## config.mk

```make
export PLATFORM = sky130hd
export DESIGN_NAME = ctm_core
export DESIGN_NICKNAME = d
export VERILOG_FILES = /design/src/core/ctm_pkg.sv /design/src/core/ctm_core.sv
export SDC_FILE = /design/constraint.sdc
export NUM_CORES = 1
export LEC_CHECK = 0
export ABC_AREA = 1
export ABC_CLOCK_PERIOD_IN_PS = 2510
export BUFFER_PORTS_ARGS = -buffer_cell sky130_fd_sc_hd__buf_2
export CORE_UTILIZATION = 25
export CTS_CLUSTER_DIAMETER = 30
export DETAILED_ROUTE_END_ITERATION = 7
export SLEW_MARGIN = 20
export SYNTH_ARGS = -nofsm -noshare
export SYNTH_HDL_FRONTEND = slang
export SYNTH_SLANG_ARGS = --single-unit
export TNS_END_PERCENT = 5
```

## constraint.sdc

```tcl
create_clock -name clk_i -period 2.51 [get_ports clk_i]
set_input_delay 0.502 -clock clk_i [delete_from_list [all_inputs] [get_ports clk_i]]
set_output_delay 0.502 -clock clk_i [all_outputs]
set_load 0.01 [all_outputs]
```

## src/core/ctm_pkg.sv

```systemverilog
// Package of constants and types for the compact timer mode/output block
// Function
// - Mode field: 00 compare output, 01 undefined, 10 PWM, 11 timer.
// - Compare mode A match: 00 hold, 01 low, 10 high, 11 toggle.
// - PWM pin action: 00 inactive, 01 active, 10 waveform, 11 undefined.
// - Requested level equal to the current level gives no visible change.
// - Compare mode level bit sets pin start level, restored on on-bit rise.
// - PWM level bit picks active level; no effect in timer mode.
// - Invert bit inverts pin; no effect in timer mode.
// - Swap bit 0: P period, A duty; 1: roles exchanged.
// - Clear select 1 clears on A; 0 clears on P or overflow.
// - PWM ignores clear select; the period comparator clears the counter.
// - Compare mode, clear select low: both A and P flags raised.
// - Clear select high outside PWM: only the A flag, never the P flag.
// - Clear select high, A zero: overflow at 3FF, no A flag.
// - Compare mode pin changes only on an A match or an on-bit rise.
// - Timer mode counts and flags like compare mode but leaves the pin.
// - PWM mode raises separate A and P match flags.
// - PWM counting continues while the pin is forced to a level.
// - PWM with swap 0: P match clears counter, starting a period.
// - P field matches counter bits 9..7; 000 is 1024, 001 is 128.
// - On-bit rise zeroes the counter; fall stops and keeps the count.
// - Duty at or above period keeps the PWM output active all period.
package ctm_pkg;

  // ---------------------------------------------------------------
  // Register map
  // ---------------------------------------------------------------
  localparam int unsigned AW       = 8;
  localparam logic [7:0]  OFS_CTRL = 8'h00;
  localparam logic [7:0]  OFS_MODE = 8'h04;
  localparam logic [7:0]  OFS_CMPA = 8'h08;
  localparam logic [7:0]  OFS_CNT  = 8'h0C;
  localparam logic [7:0]  OFS_FLAG = 8'h10;

  // Control word: on bit and P field
  localparam int unsigned CTRL_ON  = 3;
  localparam int unsigned CTRL_P   = 0;
  // Mode register fields
  localparam int unsigned MD_MODE  = 6;
  localparam int unsigned MD_IO    = 4;
  localparam int unsigned MD_OC    = 3;
  localparam int unsigned MD_POL   = 2;
  localparam int unsigned MD_DPX   = 1;
  localparam int unsigned MD_CCLR  = 0;
  // Flag register fields
  localparam int unsigned FL_A     = 0;
  localparam int unsigned FL_P     = 1;
  localparam int unsigned FL_LVL   = 2;

  localparam logic [7:0]  MODE_RST = 8'h00;
  localparam logic [1:0]  RESP_OK  = 2'b00;
  localparam logic [1:0]  RESP_ERR = 2'b10;

  // ---------------------------------------------------------------
  // Counter constants
  // ---------------------------------------------------------------
  localparam logic [9:0]  CNT_ONE  = 10'h001;
  localparam logic [10:0] FULL_PER = 11'h400;

  // Pin action codes
  localparam logic [1:0]  IO_00    = 2'b00;
  localparam logic [1:0]  IO_01    = 2'b01;
  localparam logic [1:0]  IO_10    = 2'b10;
  localparam logic [1:0]  IO_11    = 2'b11;

  typedef enum logic [1:0] {
    MODE_CMP = 2'b00,
    MODE_UND = 2'b01,
    MODE_PWM = 2'b10,
    MODE_TMR = 2'b11
  } ctm_mode_t;

  // ---------------------------------------------------------------
  // Carriers
  // ---------------------------------------------------------------
  typedef struct packed {
    logic [AW-1:0] awaddr;
    logic          awvalid;
    logic [31:0]   wdata;
    logic [3:0]    wstrb;
    logic          wvalid;
    logic          bready;
    logic [AW-1:0] araddr;
    logic          arvalid;
    logic          rready;
  } ctm_axi_req_t;

  typedef struct packed {
    logic        awready;
    logic        wready;
    logic [1:0]  bresp;
    logic        bvalid;
    logic        arready;
    logic [31:0] rdata;
    logic [1:0]  rresp;
    logic        rvalid;
  } ctm_axi_rsp_t;

  typedef struct packed {
    logic          on;
    logic          on_prev;
    logic [2:0]    pfield;
    logic [7:0]    mode;
    logic [9:0]    cmpa;
    logic [9:0]    cnt;
    logic          lvl;
    logic          flag_a;
    logic          flag_p;
    logic          awhave;
    logic          whave;
    logic [AW-1:0] awaddr;
    logic [31:0]   wdata;
    logic [3:0]    wstrb;
    ctm_axi_rsp_t  rsp;
    logic          pin;
    logic          oe_n;
  } ctm_state_t;

  localparam ctm_state_t ST_RST = '{mode: MODE_RST, oe_n: 1'b1, default: '0};

endpackage : ctm_pkg

```

## src/core/ctm_core.sv

```systemverilog
// Compact timer mode, output control and compare logic with AXI4-Lite slave
module ctm_core
  import ctm_pkg::*;
(
  input  wire logic         clk_i,
  input  wire logic         rst_n_i,
  input  wire logic         count_tick_i,
  input  wire ctm_axi_req_t axi_req_i,
  output ctm_axi_rsp_t      axi_rsp_o,
  output logic              timer_output_pin_o,
  output logic              timer_output_pin_oe_n_o,
  output logic              compare_a_match_flag_o,
  output logic              compare_p_match_flag_o
);

  ctm_state_t s;
  ctm_state_t n;

  // ---------------------------------------------------------------
  // Decoded controls
  // ---------------------------------------------------------------
  ctm_mode_t   mode;
  logic [1:0]  pin_action_hi_lo;
  logic        initial_or_active_level;
  logic        output_invert;
  logic        period_duty_swap;
  logic        clear_source_select;
  logic        on_rise;
  logic        adv;
  logic [9:0]  nxt;
  logic        a_hit;
  logic        p_hit;
  logic        clr;
  logic        a_set;
  logic        p_set;
  logic [10:0] duty;
  logic        pwm_lvl;

  assign mode                    = ctm_mode_t'(s.mode[MD_MODE +: 2]);
  assign pin_action_hi_lo        = s.mode[MD_IO +: 2];
  assign initial_or_active_level = s.mode[MD_OC];
  assign output_invert           = s.mode[MD_POL];
  assign period_duty_swap        = s.mode[MD_DPX];
  assign clear_source_select     = s.mode[MD_CCLR];

  // ---------------------------------------------------------------
  // Counter and comparators
  // ---------------------------------------------------------------
  assign on_rise = s.on & ~s.on_prev;
  assign adv     = s.on & ~on_rise & count_tick_i;
  assign nxt     = s.cnt + CNT_ONE;
  // A of zero never matches, so a clear on A falls back to the wrap
  assign a_hit   = adv & (s.cmpa != '0) & (nxt == s.cmpa);
  // Upper three bits against P with the lower seven bits zero; P of zero matches at the wrap to zero
  assign p_hit   = adv & (nxt[9:7] == s.pfield) & (nxt[6:0] == '0);

  always_comb begin
    if (mode == MODE_PWM) begin
      clr = period_duty_swap ? a_hit : p_hit;
    end else begin
      clr = clear_source_select ? a_hit : p_hit;
    end
  end

  assign a_set = a_hit;
  // P flag suppressed when A clears the counter outside PWM
  assign p_set = p_hit & ((mode == MODE_PWM) | ~clear_source_select);

  // Duty from the non-period comparator; P of zero counts as 1024
  always_comb begin
    if (period_duty_swap) begin
      duty = (s.pfield == '0) ? FULL_PER : {1'b0, s.pfield, 7'h00};
    end else begin
      duty = {1'b0, s.cmpa};
    end
  end

  // Count never reaches the period, so duty >= period stays active
  assign pwm_lvl = ({1'b0, s.cnt} < duty) ? initial_or_active_level
                                          : ~initial_or_active_level;

  // ---------------------------------------------------------------
  // Next state
  // ---------------------------------------------------------------
  always_comb begin
    n = s;
    n.on_prev = s.on;

    // Write channel
    if (s.rsp.bvalid && axi_req_i.bready) begin
      n.rsp.bvalid = 1'b0;
    end
    if (axi_req_i.awvalid && s.rsp.awready) begin
      n.awhave = 1'b1;
      n.awaddr = axi_req_i.awaddr;
    end
    if (axi_req_i.wvalid && s.rsp.wready) begin
      n.whave = 1'b1;
      n.wdata = axi_req_i.wdata;
      n.wstrb = axi_req_i.wstrb;
    end
    if (n.awhave && n.whave && !n.rsp.bvalid) begin
      n.awhave     = 1'b0;
      n.whave      = 1'b0;
      n.rsp.bvalid = 1'b1;
      n.rsp.bresp  = RESP_OK;
      case (n.awaddr)
        OFS_CTRL: begin
          if (n.wstrb[0]) begin
            n.on     = n.wdata[CTRL_ON];
            n.pfield = n.wdata[CTRL_P +: 3];
          end
        end
        OFS_MODE: begin
          if (n.wstrb[0]) begin
            n.mode = n.wdata[7:0];
          end
        end
        OFS_CMPA: begin
          if (n.wstrb[0]) begin
            n.cmpa[7:0] = n.wdata[7:0];
          end
          if (n.wstrb[1]) begin
            n.cmpa[9:8] = n.wdata[9:8];
          end
        end
        OFS_CNT: begin
          // Count is read only; writes are accepted and dropped
        end
        OFS_FLAG: begin
          if (n.wstrb[0] && n.wdata[FL_A]) begin
            n.flag_a = 1'b0;
          end
          if (n.wstrb[0] && n.wdata[FL_P]) begin
            n.flag_p = 1'b0;
          end
        end
        default: n.rsp.bresp = RESP_ERR;
      endcase
    end
    n.rsp.awready = ~n.awhave & ~n.rsp.bvalid;
    n.rsp.wready  = ~n.whave & ~n.rsp.bvalid;

    // Read channel
    if (s.rsp.rvalid && axi_req_i.rready) begin
      n.rsp.rvalid = 1'b0;
    end
    if (axi_req_i.arvalid && s.rsp.arready) begin
      n.rsp.rvalid = 1'b1;
      n.rsp.rresp  = RESP_OK;
      case (axi_req_i.araddr)
        OFS_CTRL: n.rsp.rdata = {28'h0000_000, s.on, s.pfield};
        OFS_MODE: n.rsp.rdata = {24'h00_0000, s.mode};
        OFS_CMPA: n.rsp.rdata = {22'h00_0000, s.cmpa};
        OFS_CNT:  n.rsp.rdata = {22'h00_0000, s.cnt};
        OFS_FLAG: n.rsp.rdata = {29'h0000_0000, s.lvl, s.flag_p, s.flag_a};
        default: begin
          n.rsp.rdata = '0;
          n.rsp.rresp = RESP_ERR;
        end
      endcase
    end
    n.rsp.arready = ~n.rsp.rvalid;

    // Counter; a fall of the on bit simply stops adv, count is kept
    if (on_rise) begin
      n.cnt = '0;
      if (mode == MODE_CMP) begin
        n.lvl = initial_or_active_level;
      end
    end else if (adv) begin
      n.cnt = clr ? '0 : nxt;
      // Only A moves the level; same level requested shows no change
      if (a_hit && mode == MODE_CMP) begin
        case (pin_action_hi_lo)
          IO_00:   n.lvl = s.lvl;
          IO_01:   n.lvl = 1'b0;
          IO_10:   n.lvl = 1'b1;
          IO_11:   n.lvl = ~s.lvl;
          default: n.lvl = s.lvl;
        endcase
      end
    end

    // Set wins over a software clear in the same cycle
    if (a_set) begin
      n.flag_a = 1'b1;
    end
    if (p_set) begin
      n.flag_p = 1'b1;
    end

    // Pin drive, registered from current state
    case (mode)
      MODE_CMP: begin
        n.pin  = s.lvl ^ output_invert;
        n.oe_n = 1'b0;
      end
      MODE_PWM: begin
        case (pin_action_hi_lo)
          IO_01:   n.pin = initial_or_active_level ^ output_invert;
          IO_10:   n.pin = pwm_lvl ^ output_invert;
          default: n.pin = ~initial_or_active_level ^ output_invert;
        endcase
        n.oe_n = 1'b0;
      end
      default: begin
        // Timer and undefined modes release the pin
        n.pin  = 1'b0;
        n.oe_n = 1'b1;
      end
    endcase
  end

  always_ff @(posedge clk_i or negedge rst_n_i) begin
    if (!rst_n_i) begin
      s <= ST_RST;
    end else begin
      s <= n;
    end
  end

  // ---------------------------------------------------------------
  // Outputs
  // ---------------------------------------------------------------
  assign axi_rsp_o               = s.rsp;
  assign timer_output_pin_o      = s.pin;
  assign timer_output_pin_oe_n_o = s.oe_n;
  assign compare_a_match_flag_o  = s.flag_a;
  assign compare_p_match_flag_o  = s.flag_p;

  // ---------------------------------------------------------------
  // Assertions
  // ---------------------------------------------------------------
  property p_tmr_release;
    @(posedge clk_i) disable iff (!rst_n_i)
      mode == MODE_TMR |=> timer_output_pin_oe_n_o && !timer_output_pin_o;
  endproperty
  a_tmr_release: assert property (p_tmr_release)
    else $error("timer mode drives the pin");

  property p_rise_clear;
    @(posedge clk_i) disable iff (!rst_n_i)
      on_rise && mode == MODE_CMP |=> s.cnt == '0 &&
        s.lvl == $past(initial_or_active_level);
  endproperty
  a_rise_clear: assert property (p_rise_clear)
    else $error("on rise did not restore count and level");

  property p_off_hold;
    @(posedge clk_i) disable iff (!rst_n_i)
      !s.on ##1 !s.on |-> $stable(s.cnt);
  endproperty
  a_off_hold: assert property (p_off_hold)
    else $error("count moved while off");

  property p_set_high;
    @(posedge clk_i) disable iff (!rst_n_i)
      a_hit && mode == MODE_CMP && pin_action_hi_lo == IO_10
      |=> s.lvl ##1 timer_output_pin_o == (1'b1 ^ $past(output_invert));
  endproperty
  a_set_high: assert property (p_set_high)
    else $error("A match did not drive the pin high");

  property p_p_no_pin;
    @(posedge clk_i) disable iff (!rst_n_i)
      p_hit && !a_hit && mode == MODE_CMP |=> $stable(s.lvl);
  endproperty
  a_p_no_pin: assert property (p_p_no_pin)
    else $error("P match moved the pin level");

  property p_no_pflag;
    @(posedge clk_i) disable iff (!rst_n_i)
      clear_source_select && mode != MODE_PWM && !compare_p_match_flag_o
      |=> !compare_p_match_flag_o;
  endproperty
  a_no_pflag: assert property (p_no_pflag)
    else $error("P flag raised with A clearing");

  property p_a0_wrap;
    @(posedge clk_i) disable iff (!rst_n_i)
      adv && s.cmpa == '0 && s.cnt == 10'h3FF |-> !a_set ##1 s.cnt == '0;
  endproperty
  a_a0_wrap: assert property (p_a0_wrap)
    else $error("A of zero flagged or failed to wrap");

  property p_pwm_clear;
    @(posedge clk_i) disable iff (!rst_n_i)
      mode == MODE_PWM && !period_duty_swap && p_hit |=> s.cnt == '0;
  endproperty
  a_pwm_clear: assert property (p_pwm_clear)
    else $error("P match did not start a new period");

  property p_flag_set;
    @(posedge clk_i) disable iff (!rst_n_i)
      a_set |=> compare_a_match_flag_o;
  endproperty
  a_flag_set: assert property (p_flag_set)
    else $error("A flag lost");

  property p_pwm_full;
    @(posedge clk_i) disable iff (!rst_n_i)
      s.on && !on_rise && mode == MODE_PWM && !period_duty_swap
      && s.pfield == 3'b001 && s.cmpa >= 10'h080
      |-> pwm_lvl == initial_or_active_level;
  endproperty
  a_pwm_full: assert property (p_pwm_full)
    else $error("full duty fell inactive");

  c_toggle: cover property (@(posedge clk_i) disable iff (!rst_n_i)
    a_hit && mode == MODE_CMP && pin_action_hi_lo == IO_11);
  c_pwm_period: cover property (@(posedge clk_i) disable iff (!rst_n_i)
    mode == MODE_PWM && clr);
  c_wrap: cover property (@(posedge clk_i) disable iff (!rst_n_i)
    adv && s.cnt == 10'h3FF);
  c_a_clear: cover property (@(posedge clk_i) disable iff (!rst_n_i)
    a_hit && clear_source_select && mode != MODE_PWM);

  property p_pflag_set;
    @(posedge clk_i) disable iff (!rst_n_i)
      p_set |=> compare_p_match_flag_o;
  endproperty
  a_pflag_set: assert property (p_pflag_set)
    else $error("P flag lost");

  property p_on_zero;
    @(posedge clk_i) disable iff (!rst_n_i)
      on_rise |=> s.cnt == '0;
  endproperty
  a_on_zero: assert property (p_on_zero)
    else $error("on rise did not zero the count");

  property p_a_clear;
    @(posedge clk_i) disable iff (!rst_n_i)
      a_hit && clear_source_select && mode != MODE_PWM |=> s.cnt == '0;
  endproperty
  a_a_clear: assert property (p_a_clear)
    else $error("A match did not clear the count");

  property p_pwm_force;
    @(posedge clk_i) disable iff (!rst_n_i)
      mode == MODE_PWM && pin_action_hi_lo == IO_01 |=> timer_output_pin_o
        == ($past(initial_or_active_level) ^ $past(output_invert));
  endproperty
  a_pwm_force: assert property (p_pwm_force)
    else $error("forced active level not on the pin");

endmodule : ctm_core

```

## Word level (Yosys, flattened, before mapping)

Cells that the tools add are included.
Widths: inputs -> output; s select.

| cells by class | value |
|---|---|
| multiplexer cells | 31 |
| $lt $le $gt $ge | 1 |
| eq/ne operators | 16 |
| bitwise logic cells | 24 |
| add/sub/neg operators | 1 |
| reduce and logical (&&, ||, !) cells | 35 |

Operator list:

| operator | number |
|---|---|
| $pmux 10 s5 | 1 |
| $mux 11 | 4 |
| $eq 8x4->1 const B | 4 |
| $reduce_and 3->1 | 6 |
| $eq 8x3->1 const B | 2 |
| $eq 8x5->1 const B | 2 |
| $logic_not 8->1 | 2 |
| $mux 1 | 16 |
| $reduce_bool 2->1 | 8 |
| $mux 14 | 1 |
| $lt 10x11->1 | 1 |
| $add 10x1->10 const B | 1 |
| $and 1x1->1 | 10 |
| $eq 10x10->1 | 1 |
| $logic_and 1x1->1 | 10 |
| $mux 10 | 1 |
| $reduce_bool 10->1 | 1 |
| $reduce_or 5->1 | 2 |
| $not 1->1 | 9 |
| $mux 8 | 1 |
| $logic_not 7->1 | 1 |
| $eq 2x2->1 const B | 3 |
| $mux 2 | 3 |
| $logic_not 2->1 | 2 |
| 13 further kinds | 16 |

| word-level totals | value |
|---|---|
| bits in registers | 81 |

## Depth between registers and ports, before layout

Gate-level depths: netlist of run 1.

| depth | value |
|---|---|
| depth in word-level cells | 12 |
| gate-level depth with buffers | 19 |

## Worst setup path after synthesis of run 1

OpenSTA, ideal clock, no wires.

| path | value |
|---|---|
| path type | flip-flop to flip-flop |
| from | reg s, in the netlist period_duty_swap |
| to | reg s, in the netlist timer_output_pin_o |
| period minus slack after synthesis | 1.997 ns |
| library setup time | 0.119 ns |
| buffers on the path | 1 |
| data arrival time | 1.878 ns |
| setup slack | 0.513 ns |
| cell stages (with the launch flop) | 16 |
| path through | dfrtp_1 inv_1 clkbuf_1 o21ai_0 ha_1 and3_1 nand2_1 nand2_1 nand2_1 nand2_1 nand2_1 nand3_1 nand2_1 nand2_1 a21oi_1 nor2_1 |

RTL lines:

| item | line | text |
|---|---|---|
| start, declared | ctm_core.sv:16 | `ctm_state_t s;` |
| start signal, assigned | ctm_core.sv:219 | `s <= n;` |

==> impl_results.md, run 1 <==
- Number of global-route vias before repair: 3802
- Final Hold Fails: 0
- GRT Resource Usage Total: a little over an eighth
- Core Area: 0.0187 mm^2
- Gp weighted congestion: slightly above 0.9
- Maxcap violations: 0
- TritonRoute pass-1 iters: 5
- Crit path from: period_duty_swap
- Gr ovfl total: 0
- Clk buf depth: 2
- Post-synth top flop: dfrtp_1
- Avg Cell Area, Syn: 7.52 um^2
- Critical Path Fanout Max: 11
- IO buf count: 56
- H-tree levels: 3
- Max Clk Rate: 441 MHz
- Register area share after synthesis: 40.4%
- DR vias/cell: 4.34
- Post-Syn Area: between 0.004 and 0.005 mm^2
- Setup violators final: 0
- Fin Clk Skew: about 0.0074 ns
- Syn. warnings: 0
- Flop and latch count out of synthesis: 77
- Synth area leaders: dfrtp_1 (40%), nand2_1 (15%), buf_4 (6.5%), inv_1 (6.0%), nand3_1 (5.0%)
- First-pass GRT wire length: between 20000 and 25000 um
- Antenna fix cells: 0
- Die area: between 0.015 and 0.02 mm^2
- Row count: 50
- Final non-filler cell total: 929
- Synth top area share: 39.9%
- Detailed Route WL: 12200 um
- CTS sink count: 77
- Post-CTS Hold Buffers: 0
- Clk root buf: clkbuf_16
- Initial DRC Count: 303
- Critical Path AT: 2.50 ns
- Post-synth EDFFs: 0
- CTS tree: built
- WS Path Type: reg -> reg
- Fin nets: between 700 and 800
- DP Area: 0.00520 mm^2
- Clock Latency Late Sink: ~0.34 ns
- RSZ-0062 raised after global routing: no
- Fraction of layout cells with a size suffix above 1: around 18%
- Synthesized netlist cell count: 634
- CP Launch Type: flip-flop
- Min cycle time layout: 2.27 ns
- Req. time, crit path: 2.74 ns
- Worst-Margin Slew: 0.807 ns
- Setup Buffers After CTS: 0
- Vias post-DR: 4033
- M2 GR Usage: 20.5%
- R2r startpoint: period_duty_swap
- Outcome: completed
- Area grow syn2layout: 14.7%
- Pins Over Slew Limit: 0
- GR Util met3: about 2.8%
- GR Layer Usage met1: 18.6%
- Initial Utilization: 25.5%
- Largest net degree at the start of global routing: 44
- Leak Pwr: 0.00280 uW
- Slew HR: a little under half
- DP HPWL: 9570 um
- Design area: 0.00547 mm^2
- Setup TNS: 0 ns
- Placed instance count: 913
- Global route hottest layer: met2
- Endpoint type of the worst setup path: flip-flop
- PwrDens: roughly 850 mW/mm^2
- TritonCTS Buffers: 9
- Die height: ~140 um
- Share of flip-flops with an asynchronous set or reset: 100%
- Final period util: 90.4%
- Peak supply drop: 0.000523 V
- Post-synth cell types: 42
- IO Count: 105
- Remaining antenna violation count after routing: 0
- Initial antenna violation count: 0
- Leading area contributor after synthesis: dfrtp_1
- Hold slack final: between 0.1 and 0.15 ns
- Die width: 140 um
- Clk pin slew, worst setup/hold paths: 0.06 ns
- Worst hold path class: in -> async
- DRC: 0
- WL per Instance: roughly 13 um
cell families after synthesis:
kind of cell,synth area share [%]
XOR/XNOR,0.734
multiplexers,0.629
AO/OA/AOI/OAI,9.07
other,0.0786
adder cells (fa/ha/maj),3.93
buffers and inverters,13.9
AND/OR/NAND/NOR,31.2
flip-flops,40.4
final cells by class:
type / count / area (um^2)
Tap cell: 234 / 293
Multi-Input combinational cell: 450 / 2270
Fill cell: 2041 / 13200
Sequential cell: 77 / 1930
Inverter: 81 / 313
Clock inverter: 3 / 15.0
Clock buffer: 13 / 250
Timing Repair Buffer: 71 / 408
flip-flops by register name, indices dropped and copies added (netlist names):
name	count
compare_p_match_flag_o	1
s	47
pin_action_hi_lo	2
axi_rsp_o	17
timer_output_pin_oe_n_o	1
n	1
output_invert	1
mode	2
compare_a_match_flag_o	1
timer_output_pin_o	1
initial_or_active_level	1
period_duty_swap	1
clear_source_select	1
layer usage:
metal	wire [um]	share of wire [%]	vias to the layer above
met3	569	4.7	19
met2	5400	44	84
met4	227	1.9	0
met5	0	0	-
met1	6010	49	1866
li1	-	-	2064
metrics by stage:
stage                     total power (uW)  worst slack (ns)  util (%)
after floorplan                       3030             0.513         -
after global placement                3470             0.260      27.8
after detailed placement              3500             0.238      27.8
after CTS                             4710             0.238      29.2
after global routing                  5060            0.0259      29.3
final                                 4670             0.241      29.3
placed cells by master, fill, tap and decap left out, types with 3 or more instances in the layout:
master,instances
nand3_1,48
and2_1,10
clkbuf_16,9
clkinv_2,3
nand4_2,3
inv_1,75
mux2i_1,3
ha_1,15
o22ai_1,10
nand2_1,187
or2_2,5
buf_4,15
a21oi_1,16
o21ai_2,13
buf_2,55
nand4_1,7
nand2_2,4
o21ai_0,29
conb_1,24
inv_2,3
dfrtp_1,76
clkbuf_1,3
nor2_1,52
power by group:
group          switching [uW]  internal (uW)
combinational            1070            599
clock                     501            692
sequential                227           1580
cell usage after synthesis, types with 2 or more instances:
| cell | instances |
|---|---|
| a21oi_1 | 16 |
| and2_1 | 10 |
| buf_4 | 41 |
| buf_6 | 2 |
| clkbuf_1 | 5 |
| dfrtp_1 | 76 |
| ha_1 | 15 |
| inv_1 | 76 |
| inv_2 | 3 |
| mux2i_1 | 3 |
| nand2_1 | 187 |
| nand2_2 | 4 |
| nand3_1 | 48 |
| nand4_1 | 7 |
| nand4_2 | 3 |
| nor2_1 | 52 |
| nor2_2 | 2 |
| nor2_4 | 2 |
| nor3_1 | 2 |
| o21ai_0 | 29 |
| o21ai_2 | 13 |
| o221ai_1 | 2 |
| o22ai_1 | 10 |
| or2_1 | 2 |
| or2_2 | 5 |
| xnor2_1 | 2 |
| xor2_1 | 2 |
critical path, cell delays in order, from the launching register on:
cell and delay, ns:
dfrtp_1 0.44, clkinvlp_4 0.29, nand2_1 0.12, o21ai_0 0.09, ha_1 0.30, nand2_1 0.07
nand2_1 0.04, a21oi_1 0.13, nand2_1 0.07, nand2_1 0.10, nand2_1 0.06, nand2_1 0.05
nand3_1 0.06, nand2_1 0.06, nand2_1 0.06, a21oi_1 0.14, nor2_1 0.07
repair_timing:
action / 4_1_cts / 5_1_grt
resized for setup: 0 / 1
endpoints found under the setup margin: 0 / 1
endpoints found under the hold margin: 0 / 0
path summary, 6_finish.rpt:
kind | to | slack [ns] | cells past startpoint
min in group clk_i | s[86] | 0.39 | 3
min | pin_action_hi_lo[0] | 0.12 | 1
max reg2reg | timer_output_pin_o | 0.24 | 16
min reg2reg | axi_rsp_o[35] | 0.46 | 1
max | timer_output_pin_o | 0.24 | 16
max in group asynchronous | s[97] | 1.80 | 2
(Power assumes the default switching activity.)
==> run 2: changes to the inputs <==
--- a/config.mk
+++ b/config.mk
@@ -8,9 +8,12 @@
 export ABC_AREA = 1
 export ABC_CLOCK_PERIOD_IN_PS = 2510
 export BUFFER_PORTS_ARGS = -buffer_cell sky130_fd_sc_hd__buf_2
-export CORE_UTILIZATION = 25
+export CELL_PAD_IN_SITES_DETAIL_PLACEMENT = 1
+export CELL_PAD_IN_SITES_GLOBAL_PLACEMENT = 2
+export CORE_UTILIZATION = 31
 export CTS_CLUSTER_DIAMETER = 30
 export DETAILED_ROUTE_END_ITERATION = 7
+export PLACE_DENSITY_LB_ADDON = 0.1
 export SLEW_MARGIN = 20
 export SYNTH_ARGS = -nofsm -noshare
 export SYNTH_HDL_FRONTEND = slang
==> constraint.sdc (replaced) <==
create_clock -name clk_i -period 2.51 [get_ports clk_i]
set_input_delay 0.251 -clock clk_i [delete_from_list [all_inputs] [get_ports clk_i]]
set_output_delay 0.251 -clock clk_i [all_outputs]
set_load 0.01 [all_outputs]
==> run 2 against run 1 <==
Compared with the run above:
- clock skew increased by 0.0062 ns
- first-iteration DRC count is 38% lower
- clock power increased by 25%
- count of clock-buffer cells in the layout fell by 3
- register-to-register slack lost 0.05 ns
- sequential power hardly changed
- core utilization rose by 8.1 points
- largest cell class unchanged
- largest power group unchanged
- highest routed layer unchanged
==> impl_results.md, run 2 (same netlist as run 1, synthesis figures left out) <==
- GRT Resource Usage Total: 18.9%
- Crit path from: period_duty_swap
- IO Count: 105
- Fraction of layout cells with a size suffix above 1: 18.5%
- Leak Pwr: 0.00285 uW
- Pins Over Slew Limit: 0
- Slew HR: 64.8%
- Clk buf depth: 2
- Max Clk Rate: ~430 MHz
- Final Hold Fails: 0
- Biggest register: s
- Detailed Route WL: ~14000 um
- Setup violators final: 0
- Row count: 44
- Initial Utilization: 32.3%
- Area grow syn2layout: 15.4%
- Max FFs per register: 47
- Clock Latency Late Sink: approximately 0.35 ns
- Placement Setup Slack: roughly 0.22 ns
- Reg area: ~0.0019 mm^2
- Cell-internal power: just over 3000 uW
- Crit path cell chain: inv_1 > nand2_1 > ha_1 > nand2_1 > nor2_1 > and2_1 > nand3_1 > nand2_1 > nand2_1 > nand3_1 > nand2_1 > nand2_1 > nand3_1 > nand2_1 > nor2_1
- Critical Path Fanout Max: 9
- Maxcap violations: 0
- Largest net degree at the start of global routing: 78
- Clk pin slew, worst setup/hold paths: ~0.060 ns
- Multi-input logic area: ~0.0023 mm^2
- R2r startpoint: period_duty_swap
- Register share of total power: between 30% and 40%
- Critical Path AT: 2.56 ns
- CTS tree: built
- Final worst slack: between 0.15 and 0.2 ns
- CP dominant cell by count: nand2_1
- Outcome: completed
- H-tree levels: 3
- TritonRoute pass-1 iters: 4
- DP HPWL: 11300 um
- Gp weighted congestion: a little over 0.8
- Clk root buf: clkbuf_16
- Vias post-DR: 4113
- Antenna fix cells: 0
- Fin Clk Skew: 0.0136 ns
- RSZ-0062 raised after global routing: no
- Die height: 126 um
- Number of global-route vias before repair: 4136
- WP buf/inv: 1
- Fill count: 1854
- Initial DRC Count: 187
- Fin nets: 768
- CTS sink count: 77
- Die width: 126 um
- DR vias/cell: between 4 and 5
- DRC: 0
- Peak supply drop: between 0.0005 and 0.0006 V
- Core Area: 0.0148 mm^2
- Clock power frac: just under 30%
- Die area: 0.0159 mm^2
- Worst path slowest cell: dfrtp_1
- Origin of the worst min-delay path: axi_req_i[55]
- Initial antenna violation count: 0
- Commonest non-fill, non-tap cells in the layout: nand2_1 (187), inv_1 (76), dfrtp_1 (76)
- Crit path largest cell delay: about 0.42 ns
- Setup TNS: 0 ns
- Setup Buffers After CTS: 0
- Worst hold path class: in -> reg
- Remaining antenna violation count after routing: 0
- Req. time, crit path: roughly 2.8 ns
- Final period util: 92.5%
- Endpoint type of the worst setup path: flip-flop
- Gate power share: 35.1%
- First-pass GRT wire length: 22800 um
- WL per Instance: 16.2 um
- Switching power total: 1960 uW
- Worst-Margin Slew: 0.523 ns
- Hold slack final: 0.130 ns
- IO buf count: 56
- CP top delay family: simple AND/OR/NAND/NOR gates
- Gr ovfl total: 0
- WS Path Type: reg -> reg
- CP Launch Type: flip-flop
- Leading cell type in the layout, fill and taps excluded: nand2_1
- PwrDens: 921 mW/mm^2
- TritonCTS Buffers: 9
- Switching Share: between 30 and 40%
- Min cycle time layout: between 2 and 2.5 ns
## run 2: cell types whose count changed in the layout (fill, tap and decap cells not counted), sizes merged, moves of 2 or more
cell	before	now
inv	79	82
buf	71	73
clkbuf	13	10
bufinv	0	2
## run 2: repair_timing
item,CTS,global route
gates resized for setup,0,1
endpoints found under the setup margin,0,2
hold buffers,1,0
endpoints found under the hold margin,76,0
## run 2: power groups by stage
| stage | Combinational [uW] | Clock [uW] | Sequential, uW |
|---|---|---|---|
| after floorplan | 1270 | 0 | 1760 |
| after global placement | 1750 | 0 | 1820 |
| after detailed placement | 1780 | 0 | 1830 |
| after CTS | 1800 | 1520 | 1810 |
| after global routing | 2010 | 1570 | 1850 |
| final | 1780 | 1490 | 1810 |
## run 2: per-layer routing
metal  wire length, um  track usage (%)  up-vias
met1              7110             25.8     1971
met4               193             4.75        0
li1                  -                -     2076
met3               399             4.04       11
met2              6600             30.4       55
met5                 0                0        -
## run 2: worst paths after layout
| kind | to | slack [ns] | cells after the start |
|---|---|---|---|
| min reg2reg | s[123] | 0.43 | 0 |
| max reg2reg | timer_output_pin_o | 0.19 | 15 |
| min in group asynchronous | axi_rsp_o[4] | 0.46 | 3 |
| max in group asynchronous | timer_output_pin_oe_n_o | 1.66 | 3 |
| max | timer_output_pin_o | 0.19 | 15 |
| min | s[85] | 0.13 | 3 |
## run 2: layout make-up
class,count,share of cell area (%)
multi-input combinational,450,41.3
timing repair buffer,74,7.86
clock buffer,10,4.34
sequential,77,35.0
tap,184,4.18
clock inverter,6,1.66
inverter,81,5.61
## run 2: worst min-delay path: stages
cell,delay (ns)
buf_2,0.08
nand2_1,0.06
nand2_1,0.05
## run 2: stage by stage
stage          cell area (um^2)  total power, uW  utilization (%)  instances
6_report                   5510             5070             37.3        882
5_1_grt                    5510             5430             37.3        882
4_1_cts                    5500             5130             37.3        882
3_5_place_dp               5160             3610             34.9        865
3_3_place_gp               5160             3570             34.9        865
2_1_floorplan              4860             3030                -        657
==> run 3: changes to the inputs <==
--- a/config.mk
+++ b/config.mk
@@ -10,6 +10,7 @@
 export BUFFER_PORTS_ARGS = -buffer_cell sky130_fd_sc_hd__buf_2
 export CELL_PAD_IN_SITES_DETAIL_PLACEMENT = 1
 export CELL_PAD_IN_SITES_GLOBAL_PLACEMENT = 2
+export CORE_ASPECT_RATIO = 0.5
 export CORE_UTILIZATION = 31
 export CTS_CLUSTER_DIAMETER = 30
 export DETAILED_ROUTE_END_ITERATION = 7
==> constraint.sdc (replaced) <==
create_clock -name clk_i -period 2.51 [get_ports clk_i]
set_input_delay 0.502 -clock clk_i [delete_from_list [all_inputs] [get_ports clk_i]]
set_output_delay 0.502 -clock clk_i [all_outputs]
set_load 0.01 [all_outputs]
==> run 3 against run 2 <==
Compared with the run above:
- routed wire length increased by 1.3%
- non-clock buffer count is 3 higher
- highest routed layer is now met5
- clock power is 3% lower
- register-to-register slack gained 0.06 ns
- final area increased by 0.52%
- flip-flop and latch count unchanged
- sequential power barely moved
- critical path depth increased by 1
- critical endpoint is now s[91]
- first-iteration DRC count is 29% higher
- core utilization is 0.23 points higher
- hold slack got worse by 0.047 ns
- critical path type unchanged
- cell count rose by 1.8%
==> impl_results.md, run 3 (same netlist as run 1, synthesis figures left out) <==
- Fin nets: around 770
- Row count: 31
- IO buf count: 56
- Remaining antenna violation count after routing: 0
- Switching power total: 1940 uW
- Critical Path End: s[91]
- Biggest register: s
- CTS sink count: 77
- Setup Buffers After CTS: 0
- CTS tree: built
- Worst path slowest cell: dfrtp_1
- Min cycle time layout: 2.26 ns
- Clk pin slew, worst setup/hold paths: 0.07 ns
- R2R Path End: s[91]
- Post-CTS Hold Buffers: 0
- Reg-to-reg setup timing slack: about 0.25 ns
- Setup violators final: 0
- Setup TNS: 0 ns
- Die area: 0.0159 mm^2
- Final worst slack: 0.247 ns
- Crit path from: s[92]
- Final Hold Fails: 0
- WS Path Type: reg -> reg
- Peak supply drop: 0.000378 V
- Max Clk Rate: 442 MHz
- Gate power share: 34.6%
- Leading cell type in the layout, fill and taps excluded: nand2_1
- Core Util, Final: 37.5%
- Antenna fix cells: 0
- R2r startpoint: s[92]
- Endpoint type of the worst setup path: flip-flop
- Leak Pwr: 0.00285 uW
- CP top delay family: simple AND/OR/NAND/NOR gates
- CP dominant cell by count: nand2_1
- Worst reg-to-reg path cell count: 16
- H-tree levels: 3
- Clk root buf: clkbuf_16
- Worst hold path class: in -> async
- TritonCTS Buffers: 9
- Cell-internal power: between 3000 and 4000 uW
- DR vias/cell: 4.61
- Detailed Route WL: 14500 um
- Number of global-route vias before repair: 4202
- First-pass GRT wire length: ~24000 um
- Pins Over Slew Limit: 0
- Placement Setup Slack: 0.146 ns
- RSZ-0062 raised after global routing: no
- Clock power frac: 29.0%
- PwrDens: approximately 900 mW/mm^2
- Commonest non-fill, non-tap cells in the layout: nand2_1 (187), dfrtp_1 (76), inv_1 (75)
- Largest net degree at the start of global routing: 31
- Crit path cell chain: ha_1 > nand2_1 > nand2_1 > buf_4 > nand2_1 > nand2_1 > inv_1 > nand3_1 > nor2_1 > nand3_1 > nor2_1 > nand3_1 > nand2_1 > nand2_1 > nand2_1 > nand2_1
- DP HPWL: 11600 um
- Critical Path Stages: 16
- WP buf/inv: 2
- Final period util: 90.2%
- Outcome: completed
- Gr ovfl total: 0
- Fin Clk Skew: 0.00711 ns
- Fill count: about 1900
- Switching Share: 38.8%
- DP Area: 0.00520 mm^2
- Initial DRC Count: 241
- Core Area: approximately 0.015 mm^2
- Vias post-DR: approximately 4100
- Critical Path Fanout Max: 5
- GRT Resource Usage Total: 19.7%
- Clock Latency Late Sink: roughly 0.34 ns
- WL per Instance: approximately 16 um
- Crit path largest cell delay: 0.46 ns
- Clk buf depth: 2
- Register share of total power: between 30 and 40%
- Max FFs per register: 47
- Area grow syn2layout: 16.0%
- Fraction of layout cells with a size suffix above 1: 19.0%
- Design area: 0.00553 mm^2
- CP Launch Type: flip-flop
- Req. time, crit path: 2.75 ns
- DRC: 0
- Gp weighted congestion: around 0.83
- TritonRoute pass-1 iters: 4
- Die width: 177 um
- Initial antenna violation count: 1
- Maxcap violations: 0
- Die height: 89.7 um
- Initial Utilization: between 30 and 40%
- Critical Path AT: 2.50 ns
- IO Count: about 110
run 3: changes by cell type in the layout (fill, tap and decap cells not counted), sizes merged:
cell         delta
buf             +4
clkbuf          -1
clkinv          -1
clkinvlp        +1
dlygate4sd3     -1
run 3: cell type report:
cell class              instances  area [um^2]  area share [%]
repair buffers                 77          453            8.18
clock buffers                   9          225            4.07
flip-flops and latches         77         1930            34.8
inverters                      81          309            5.58
clock inverters                 6         96.3            1.74
multi-input cells             450         2270            41.1
well taps                     198          248            4.48
run 3: layer usage:
layer / part of all wire [%] / vias up / track usage [%]
met2: 41 / 90 / 28.5
met1: 53 / 1970 / 29.6
li1: - / 2072 / -
met4: 0.56 / 2 / 3.77
met3: 5.1 / 9 / 4.40
met5: 0.090 / - / 0
run 3: timing repair:
action | in CTS | in global routing
endpoints found under the hold margin | 0 | 0
endpoints found under the setup margin | 0 | 11
resized for setup | 0 | 2
run 3: worst min-delay path by stage:
| stage | cells after the start | from | slack [ns] | endpoint |
|---|---|---|---|---|
| 6_report | 1 | rst_n_i | 0.08 | s[84] |
| 4_1_cts | 1 | rst_n_i | 0.09 | s[84] |
| 3_3_place_gp | 1 | axi_rsp_o[0] | 0.45 | axi_rsp_o[35] |
| 5_1_grt | 1 | rst_n_i | 0.1 | s[84] |
| 2_1_floorplan | 0 | rst_n_i | 0.21 | axi_rsp_o[0] |
| 3_5_place_dp | 1 | axi_rsp_o[0] | 0.46 | axi_rsp_o[35] |
run 3: metrics by stage:
stage | cells | total power (uW) | hold WS [ns]
final | 898 | 5010 | 0.0821
after global routing | 898 | 5420 | 0.0991
after floorplan | 657 | 3030 | 0.206
after CTS | 898 | 5080 | 0.0875
after detailed placement | 883 | 3600 | 0.455
after global placement | 883 | 3560 | 0.450
run 3: power by group through the flow:
stage / Sequential [uW] / Clock [uW] / Combinational [uW]
finish: 1820 / 1450 / 1730
global route: 1870 / 1540 / 2020
global placement: 1840 / 0 / 1720
detailed placement: 1850 / 0 / 1750
floorplan: 1760 / 0 / 1270
CTS: 1830 / 1490 / 1760
run 3: worst register-to-register path, stage by stage (launching register included):
cell     delay (ns)
dfrtp_1        0.46
ha_1           0.26
nand2_1        0.16
nand2_1        0.10
buf_4          0.15
nand2_1        0.07
nand2_1        0.05
inv_1          0.05
nand3_1        0.06
nor2_1         0.13
nand3_1        0.08
nor2_1         0.23
nand3_1        0.11
nand2_1        0.09
nand2_1        0.05
nand2_1        0.06
nand2_1        0.05
